$ cat src/logic/tcs_pkg.sv
// Constants for the tape unit command and status block
// Behaviour
// - Bit 0 starts transfer controller, not with 13
// - Bit 4 one selects unitary command format
// - Bit 1 connects selected interrupt, else disconnects
// - Bit 2 word interrupt, bit 3 record
// - Write record, check character, then gap
// - Cyclic check four chars before longitudinal
// - End-of-file: erase then write mark
// - Read record passes words until gap
// - Dropped request sets overflow; test bit 2
// - Forward space one record into gap
// - Forward space past next file mark
// - Backspace record or file, data intact
// - Write ops leave write status, others read
// - Accepted motion command clears all status
// - Tests report on currently set up transport
// - Skip only if every queried condition go
// - Test bit 0 skips when not busy
// - Bits 1,3,5: no file mark, load point, parity
// - Test bit 4 skips on record interrupt
// - Test bit 8 skips while rewinding
// - Cyclic check regenerated on read, bit 9
// - Without controller, stalled output ends record
// - Record interrupt on end of each written or read record
// - Word interrupt per buffer ready, write from second
`default_nettype none
package tcs_pkg;
  // ---------------------------------------------------------------
  // Command word bits
  // ---------------------------------------------------------------
  localparam int CMD_XFER_INIT = 0;
  localparam int CMD_INT_ON = 1;
  localparam int CMD_SEL_WORD = 2;
  localparam int CMD_SEL_EOR = 3;
  localparam int CMD_FORMAT = 4;
  localparam int CMD_WRITE = 5;
  localparam int CMD_WEOF = 6;
  localparam int CMD_READ = 7;
  localparam int CMD_FSR = 8;
  localparam int CMD_FSF = 9;
  localparam int CMD_BSR = 10;
  localparam int CMD_BSF = 11;
  localparam int CMD_ADDR_IN = 13;
  // ---------------------------------------------------------------
  // Test word bits
  // ---------------------------------------------------------------
  localparam int TST_NOT_BUSY = 0;
  localparam int TST_NO_EOF = 1;
  localparam int TST_NO_OVF = 2;
  localparam int TST_LOAD_PT = 3;
  localparam int TST_EOR_INT = 4;
  localparam int TST_NO_PAR = 5;
  localparam int TST_RING = 6;
  localparam int TST_NO_EOT = 7;
  localparam int TST_REWIND = 8;
  localparam int TST_NO_CRC = 9;
  localparam int TST_USED = 10;
  // ---------------------------------------------------------------
  // Timing
  // ---------------------------------------------------------------
  localparam int CLK_MHZ = 200;
  localparam int CHAR_TIME_NS = 5000;
  localparam int CHAR_CYC = CHAR_TIME_NS * CLK_MHZ / 1000;
  localparam int CRC_GAP_CHARS = 4;
  localparam int ERASE_MILS = 3500;
  localparam int MILS_PER_CHAR = 1;
  localparam int ERASE_CHARS = ERASE_MILS / MILS_PER_CHAR;
  localparam logic [7:0] LRC_RST = 8'h00;
  localparam logic [8:0] CRC_RST = 9'h000;
  // Phase of a motion
  typedef enum logic [3:0] {
    TCS_IDLE = 4'h0,
    TCS_WDATA = 4'h1,
    TCS_WPAD1 = 4'h2,
    TCS_WCRC = 4'h3,
    TCS_WPAD2 = 4'h4,
    TCS_WLRC = 4'h5,
    TCS_ERASE = 4'h6,
    TCS_WMARK = 4'h7,
    TCS_RDATA = 4'h8,
    TCS_SPACE = 4'h9,
    TCS_GAP = 4'ha
  } tcs_state_t;
endpackage : tcs_pkg
`default_nettype wire

$ cat src/logic/tcs_tape_unit.sv
// Tape unit command decoder, motion sequencer and status tester
//
// Our own choices: the placing of the registers and strobed register access.
`default_nettype none
module tcs_tape_unit
  import tcs_pkg::*;
#(
  parameter int CHAR_CYCLES = CHAR_CYC,
  parameter int ERASE_COUNT = ERASE_CHARS
) (
  input wire logic sys_clk,
  input wire logic rst_b,
  // Host command and test
  input wire logic cmd_word_instr,
  input wire logic test_skip_instr,
  input wire logic [15:0] host_word,
  output logic skip,
  // Host data words
  input wire logic word_output_instr,
  input wire logic word_input_instr,
  output logic [7:0] rd_word,
  output logic word_int,
  output logic eor_int,
  // Transfer controller
  output logic xfer_start,
  output logic xfer_addr_in,
  // Selected transport
  input wire logic tp_load_point,
  input wire logic tp_rewinding,
  input wire logic tp_ring_in,
  input wire logic tp_end_of_tape,
  input wire logic tp_gap,
  input wire logic tp_file_mark,
  input wire logic tp_char_valid,
  input wire logic [8:0] tp_rd_char,
  input wire logic tp_parity_err,
  input wire logic tp_nine_track,
  output logic [8:0] tp_wr_char,
  output logic tp_wr_strobe,
  output logic tp_erase,
  output logic tp_write_status,
  output logic tp_fwd,
  output logic tp_rev
);
  // ---------------------------------------------------------------
  // Command decode
  // ---------------------------------------------------------------
  tcs_state_t state_q, state_d;
  logic [7:0] data_q;
  logic data_full_q;
  logic [15:0] tmr_q;
  logic [2:0] pad_q;
  logic [7:0] lrc_q;
  logic [8:0] crc_q;
  logic word_en_q, eor_en_q, eor_hit_q, first_q;
  logic eof_q, ovf_q, par_q, crc_err_q, wr_st_q;
  logic space_file_q, space_rev_q;
  logic busy, fmt1, motion_go;
  logic [6:0] mot;
  logic tick;
  logic [8:0] crc_next;
  logic [8:0] crc_hist1_q, crc_hist2_q, chr_hist1_q, chr_hist2_q;
  logic [15:0] erase_q;
  logic rec_seen_q, rec_end;
  // Format bit picks unitary decoding; unused bits never read
  assign fmt1 = cmd_word_instr && host_word[CMD_FORMAT];
  assign mot = host_word[CMD_BSF:CMD_WRITE];
  assign busy = state_q != TCS_IDLE;
  // Only one motion bit is expected from the host
  assign motion_go = fmt1 && !busy && (mot != 7'h00);
  assign tick = tmr_q == 16'h0000;
  assign rec_end = rec_seen_q && tp_gap;
  // Controller start is refused when address input also requested
  assign xfer_start = fmt1 && host_word[CMD_XFER_INIT]
    && !host_word[CMD_ADDR_IN];
  assign xfer_addr_in = fmt1 && host_word[CMD_ADDR_IN]
    && !host_word[CMD_XFER_INIT];
  // ---------------------------------------------------------------
  // Interrupt connection
  // ---------------------------------------------------------------
  always_ff @(posedge sys_clk) begin
    if (!rst_b) begin
      word_en_q <= 1'b0;
      eor_en_q <= 1'b0;
    end else if (fmt1) begin
      // Bit 1 matters only when a selector bit is set
      if (host_word[CMD_SEL_WORD]) begin
        word_en_q <= host_word[CMD_INT_ON];
      end
      if (host_word[CMD_SEL_EOR]) begin
        eor_en_q <= host_word[CMD_INT_ON];
      end
    end
  end
  // ---------------------------------------------------------------
  // Check characters
  // ---------------------------------------------------------------
  // Simple shift-xor cyclic code over nine bits
  assign crc_next = {crc_q[7:0], crc_q[8]}
    ^ (state_q == TCS_WDATA ? {1'b0, data_q} : tp_rd_char);
  // ---------------------------------------------------------------
  // Motion sequencer
  // ---------------------------------------------------------------
  always_comb begin
    state_d = state_q;
    unique case (state_q)
      TCS_IDLE: begin
        if (motion_go) begin
          if (mot[0]) state_d = TCS_WDATA;
          else if (mot[1]) state_d = TCS_ERASE;
          else if (mot[2]) state_d = TCS_RDATA;
          else state_d = TCS_SPACE;
        end
      end
      // Host stalling one char time ends the record
      TCS_WDATA: if (tick && !data_full_q) begin
        state_d = tp_nine_track ? TCS_WPAD1 : TCS_WLRC;
      end
      TCS_WPAD1: if (tick && pad_q == 3'd0) state_d = TCS_WCRC;
      TCS_WCRC: if (tick) state_d = TCS_WPAD2;
      TCS_WPAD2: if (tick && pad_q == 3'd0) state_d = TCS_WLRC;
      TCS_WLRC: if (tick) state_d = TCS_GAP;
      TCS_ERASE: if (tick && erase_q == 16'h0000) state_d = TCS_WMARK;
      TCS_WMARK: if (tick) state_d = TCS_GAP;
      // Starting gap is skipped; the next one ends the motion
      TCS_RDATA: if (rec_end) state_d = TCS_GAP;
      TCS_SPACE: if (rec_end && (!space_file_q || tp_file_mark)) begin
        state_d = TCS_GAP;
      end
      TCS_GAP: if (tick) state_d = TCS_IDLE;
      default: state_d = TCS_IDLE;
    endcase
  end
  // State and char timer
  always_ff @(posedge sys_clk) begin
    if (!rst_b) begin
      state_q <= TCS_IDLE;
      tmr_q <= 16'h0000;
    end else begin
      state_q <= state_d;
      tmr_q <= (tick || state_d != state_q) ?
        16'(CHAR_CYCLES - 1) : tmr_q - 16'h0001;
    end
  end
  // Pad counter: four char times either side of cyclic char
  always_ff @(posedge sys_clk) begin
    if (!rst_b) begin
      pad_q <= 3'd0;
    end else if (state_d != state_q) begin
      pad_q <= 3'(CRC_GAP_CHARS - 1);
    end else if (tick && pad_q != 3'd0) begin
      pad_q <= pad_q - 3'd1;
    end
  end
  // Erase length counted in char times
  always_ff @(posedge sys_clk) begin
    if (!rst_b) begin
      erase_q <= 16'h0000;
    end else if (motion_go) begin
      erase_q <= 16'(ERASE_COUNT - 1);
    end else if (state_q == TCS_ERASE && tick && erase_q != 16'h0000) begin
      erase_q <= erase_q - 16'h0001;
    end
  end
  // Heads start mid-gap: a record must pass before a gap ends it
  always_ff @(posedge sys_clk) begin
    if (!rst_b || motion_go) begin
      rec_seen_q <= 1'b0;
    end else if (busy && !tp_gap) begin
      rec_seen_q <= 1'b1;
    end
  end
  // ---------------------------------------------------------------
  // Data buffer and word interrupt
  // ---------------------------------------------------------------
  always_ff @(posedge sys_clk) begin
    if (!rst_b) begin
      data_q <= 8'h00;
      data_full_q <= 1'b0;
      first_q <= 1'b0;
      rd_word <= 8'h00;
      lrc_q <= LRC_RST;
      crc_q <= CRC_RST;
      crc_hist1_q <= CRC_RST;
      crc_hist2_q <= CRC_RST;
      chr_hist1_q <= CRC_RST;
      chr_hist2_q <= CRC_RST;
    end else if (motion_go) begin
      data_full_q <= 1'b0;
      first_q <= 1'b1;
      lrc_q <= LRC_RST;
      crc_q <= CRC_RST;
      crc_hist1_q <= CRC_RST;
      crc_hist2_q <= CRC_RST;
      chr_hist1_q <= CRC_RST;
      chr_hist2_q <= CRC_RST;
      data_q <= 8'h00;
    end else begin
      if (word_output_instr && state_q == TCS_WDATA) begin
        data_q <= host_word[7:0];
        data_full_q <= 1'b1;
      end else if (state_q == TCS_WDATA && tick && data_full_q) begin
        data_full_q <= 1'b0;
        first_q <= 1'b0;
        lrc_q <= lrc_q ^ data_q;
        crc_q <= crc_next;
      end
      // Read path: each char goes straight to the host
      if (state_q == TCS_RDATA && tp_char_valid) begin
        rd_word <= tp_rd_char[7:0];
        data_full_q <= 1'b1;
        crc_q <= crc_next;
        // History: the cyclic char sits second from last in a record
        crc_hist1_q <= crc_q;
        crc_hist2_q <= crc_hist1_q;
        chr_hist1_q <= tp_rd_char;
        chr_hist2_q <= chr_hist1_q;
      end else if (state_q == TCS_RDATA && word_input_instr) begin
        data_full_q <= 1'b0;
      end
    end
  end
  // Write: ready from second word; read: every loaded word
  assign word_int = word_en_q && (
    (state_q == TCS_WDATA && !data_full_q && !first_q)
    || (state_q == TCS_RDATA && data_full_q));
  // ---------------------------------------------------------------
  // Status flags
  // ---------------------------------------------------------------
  always_ff @(posedge sys_clk) begin
    if (!rst_b) begin
      eof_q <= 1'b0;
      ovf_q <= 1'b0;
      par_q <= 1'b0;
      crc_err_q <= 1'b0;
      eor_hit_q <= 1'b0;
      wr_st_q <= 1'b0;
      space_file_q <= 1'b0;
      space_rev_q <= 1'b0;
    end else if (motion_go) begin
      // New motion wipes all status
      eof_q <= 1'b0;
      ovf_q <= 1'b0;
      par_q <= 1'b0;
      crc_err_q <= 1'b0;
      eor_hit_q <= 1'b0;
      wr_st_q <= mot[0] | mot[1];
      space_file_q <= mot[4] | mot[6];
      space_rev_q <= mot[5] | mot[6];
    end else begin
      // Host not taking the previous word before the next char
      if (state_q == TCS_RDATA && tp_char_valid && data_full_q) begin
        ovf_q <= 1'b1;
      end
      if (busy && !wr_st_q && tp_parity_err) par_q <= 1'b1;
      if (busy && !wr_st_q && tp_file_mark) eof_q <= 1'b1;
      // Recorded cyclic char compared on read
      if (state_q == TCS_RDATA && rec_end && tp_nine_track
        && crc_hist2_q != chr_hist2_q) begin
        crc_err_q <= 1'b1;
      end
      if (state_d == TCS_GAP && state_q != TCS_GAP
        && (state_q == TCS_WLRC || state_q == TCS_RDATA)) begin
        eor_hit_q <= eor_en_q;
      end
    end
  end
  assign eor_int = eor_hit_q;
  // ---------------------------------------------------------------
  // Transport drive
  // ---------------------------------------------------------------
  assign tp_write_status = wr_st_q;
  assign tp_erase = state_q == TCS_ERASE;
  // Direction held through the closing gap as well
  assign tp_rev = busy && space_rev_q;
  assign tp_fwd = busy && !tp_rev;
  always_ff @(posedge sys_clk) begin
    if (!rst_b) begin
      tp_wr_char <= 9'h000;
      tp_wr_strobe <= 1'b0;
    end else begin
      tp_wr_strobe <= tick && ((state_q == TCS_WDATA && data_full_q)
        || state_q == TCS_WCRC || state_q == TCS_WLRC
        || state_q == TCS_WMARK);
      unique case (state_q)
        TCS_WCRC: tp_wr_char <= crc_q;
        TCS_WLRC: tp_wr_char <= {1'b0, lrc_q};
        TCS_WMARK: tp_wr_char <= 9'h013;
        default: tp_wr_char <= {1'b0, data_q};
      endcase
    end
  end
  // ---------------------------------------------------------------
  // Test skip
  // ---------------------------------------------------------------
  logic [TST_USED-1:0] go;
  // Live transport inputs reflect the transport set up now
  assign go[TST_NOT_BUSY] = !busy;
  assign go[TST_NO_EOF] = !eof_q;
  assign go[TST_NO_OVF] = !ovf_q;
  assign go[TST_LOAD_PT] = tp_load_point;
  assign go[TST_EOR_INT] = eor_hit_q;
  assign go[TST_NO_PAR] = !par_q;
  assign go[TST_RING] = tp_ring_in;
  assign go[TST_NO_EOT] = !tp_end_of_tape;
  assign go[TST_REWIND] = tp_rewinding;
  assign go[TST_NO_CRC] = !crc_err_q;
  // Every queried bit must be go; bits above ignored
  assign skip = test_skip_instr
    && ((host_word[TST_USED-1:0] & ~go) == '0);
endmodule : tcs_tape_unit
`default_nettype wire

$ cat config.mk
export PLATFORM = sky130hd
export DESIGN_NAME = tcs_tape_unit
export DESIGN_NICKNAME = d
export VERILOG_FILES = /design/src/logic/tcs_pkg.sv /design/src/logic/tcs_tape_unit.sv
export SDC_FILE = /design/constraint.sdc
export NUM_CORES = 1
export LEC_CHECK = 0
export BUFFER_PORTS_ARGS = -buffer_cell sky130_fd_sc_hd__buf_2
export CORE_UTILIZATION = 35
export DETAILED_ROUTE_END_ITERATION = 12
export SETUP_SLACK_MARGIN = 0.02
export SYNTH_ARGS = -nofsm -noshare
export SYNTH_HDL_FRONTEND = slang
export SYNTH_SLANG_ARGS = --single-unit
$ cat constraint.sdc
create_clock -name sys_clk -period 2.66 [get_ports sys_clk]
set_input_delay 0.266 -clock sys_clk [delete_from_list [all_inputs] [get_ports sys_clk]]
set_output_delay 0.266 -clock sys_clk [all_outputs]
set_load 0.02 [all_outputs]
==> results.toml <==
[power_and_ir_drop]
internal-power_w = 0.00388
power_frac_clock_pct = 43.1
p_per_area_nw_per_um2 = 736
p_sw_w = 0.00150
seq_power_share_pct = 40.0
vdd_drop_max_mv = 0.436
p_comb_share_pct = 16.9
swShare_pct = 27.9
p_leak_nw = 2.78

[min_path]
hold_path.class = "in2reg"
hold_end = "par_q"
min_path_cells = 3
min_from = "tp_parity_err"

[placement]
dp_hpwl_um = 10300
io_buffers = 63
dp.cells = 989
place.gp.congestion = 0.822
pre_cts_slack_ps = 30.1

[finish]
layout-drive-gt1-share_pct = 21.1
final_core_util_pct = 44.1
diodes = 0
areaGrowthSynthToFinish_pct = 23.1
instances_no_fill = 1024
num-nets-final = 837

[routing]
first_iter_violations = 213
avgRoutedWirePerCell_um = 14.2
drc = 0
vias = 5014
ant_nets = 0
routed_wl_um = 14500
dr.pass1.iters = 4
vias_per_cell = 4.90

[global_routing]
grt_max_degree = 46
grt_use_total_pct = 17.4
grt_pass1_vias = 4781
antenna_found_initial = 0
gr-total-overflow = 0
grt_pass1_wl_um = 24400

[yosys]
synth.cell_area_um2 = 5940
synthCells = 706
netlist_top_cells_count = "dfxtp_1, nand2_1, a21oi_1, nor2_1, xnor2_1"
synth_top_cell_by_area = "dfxtp_1"
synth_top_area_share_pct = 44.2
ys_top_cells_by_area = "dfxtp_1, nand2_1, a21oi_1, nor2_1, xnor2_1"
synth_async_sr_flop_share_pct = 0
syn_avg_cell_area_um2 = 8.41
synth_cell_types = 66
ys_ff_latch = 131
yosys_warnings = 0
syn_nets = 751
synth_edf_count = 0
ys.flop_type = "dfxtp_1"
post-synth-top-count-cell = "dfxtp_1"
yosysSeqAreaShare_pct = 44.2

[clock_network]
tritoncts = "done"
ctsHoldBuffers = 0
cts_root_buf = "clkbuf_16"
cts_buffers = 17
cts_buffer_depth = 2
h-tree-depth = 4
cts_num_sinks = 131
cts.clk_slew.worst_paths_ps = 60
clock_latency_ps = 420

[floorplanning]
core_area_um2 = 16600
die_area_um2 = 17500
die_w_um = 132
io_pins = 67
die_h_um = 132
rows = 47
start_util_pct = 35.8

[setup_path]
ff2ff_setup_slack_ps = 140
end_kind = "flip-flop"
crit_path_start_kind = "flip-flop"
reg2reg_to = "pad_q[1]"
crit_type = "reg2reg"
r2r_start = "tmr_q[0]"
rr_worst_depth = 11
cp.required_ps = 3020
crit_fanout = 6
worst_ep_arrival_time_ps = 2880

[sta]
hold_violations = 0
period_share_pct = 94.7
fin_ws_ps = 141
final-setup-viol-count = 0
fin_setup_tns_ps = 0
relSlewSlack_pct = 65.0
worstMarginPinSlew_ps = 520
rsz0062_at_grt = "yes"
holdWs_ps = 70.0
post-route-min-period_ps = 2520
achievable-frequency_mhz = 397
finClkSkew_ps = 11.6
maxSlewViolCount = 0

[flow_run]
maxCapViolations = 0

[status]
status = "complete, no violations"
[critical path, cell delays in order, from the launching register on]
cell and delay [ps]:
dfxtp_1 340, inv_1 80, ha_1 210, nor4b_1 140, and4_2 280, nand2_1 100
or4b_4 480, buf_4 160, o2111ai_4 280, buf_4 170, buf_4 110, o21a_1 110
[worst max path at each step]
| stage | from | to | slack [ps] | depth (start not counted) |
|---|---|---|---|---|
| floorplan | state_q[1] | erase_q[7] | 230 | 8 |
| global placement | tmr_q[0] | tmr_q[15] | 90 | 10 |
| detailed placement | tmr_q[0] | tmr_q[11] | 30 | 10 |
| CTS | tmr_q[0] | tmr_q[9] | 90 | 10 |
| global route | tmr_q[0] | eor_int | 10 | 11 |
| finish | tmr_q[0] | pad_q[1] | 140 | 11 |
[per-layer routing]
layer | vias up | GRT usage, % | part of all wire [%]
met5 | - | 0 | 0
met4 | 0 | 5.62 | 1.1
met3 | 14 | 4.00 | 4.3
met2 | 102 | 26.5 | 44
met1 | 2314 | 24.3 | 50
li1 | 2584 | - | -
[state kept, by name (all words and copies together) (netlist names), 3 cells and up]
signal and cells:
state_q 4, chr_hist2_q 9, crc_q 9, tp_wr_char 9
erase_q 16, lrc_q 8, chr_hist1_q 9, rd_word 8
pad_q 3, tmr_q 16, crc_hist1_q 9, crc_hist2_q 9
data_q 8
[cell usage in the layout (no fill, tap or decap), drive strengths merged, types with 8 or more instances in the layout]
master	Yosys	routed
a21oi	85	85
buf	16	106
clkbuf	22	18
dfxtp	131	131
inv	13	18
mux2i	20	20
nand2	127	127
nand3	15	15
nor2	82	82
nor2b	9	9
nor3	19	19
nor4	14	14
o21ai	8	8
or3	9	9
xnor2	29	29
xor2	25	25
[per-stage QoR]
step / total power [W] / cell area [um2]
after floorplan: 0.00278 / 5940
after global placement: 0.00304 / 6660
after detailed placement: 0.00305 / 6660
after CTS: 0.00541 / 7270
after global routing: 0.00562 / 7310
final: 0.00538 / 7310
[power groups by stage]
stage                     sequential, W  clock, W  combinational, W
after detailed placement        0.00219         0          0.000859
final                           0.00215   0.00232          0.000907
after global placement          0.00219         0          0.000854
after CTS                       0.00215   0.00237          0.000893
after floorplan                 0.00217         0          0.000612
after global routing            0.00217   0.00245          0.000999
[area by class of cell]
| cell class | count | area [um2] |
|---|---|---|
| clock buffer | 18 | 439 |
| clock inverter | 13 | 149 |
| fill | 1719 | 9270 |
| inverter | 13 | 48.8 |
| multi-input combinational | 523 | 3120 |
| sequential | 131 | 2620 |
| tap | 220 | 275 |
| timing repair buffer | 106 | 658 |
[repair_timing]
item / 4_1_cts / 5_1_grt
setup endpoints to repair: 3 / 12
pin swaps: 1 / 1
resized for setup: 0 / 8
buffers inserted: 3 / 1
[kinds of logic (layout without fill, tap and decap cells)]
logic type	after synthesis	count (layout)	share of synthesized area, %
multiplexers	21	21	3.62
adder cells (fa/ha/maj)	5	5	1.05
AND/OR/NAND/NOR	311	311	26.0
AO/OA/AOI/OAI	132	132	13.4
flip-flops	131	131	44.2
XOR/XNOR	54	54	7.96
buffers and inverters	52	150	3.85
(Power assumes the default switching activity.)
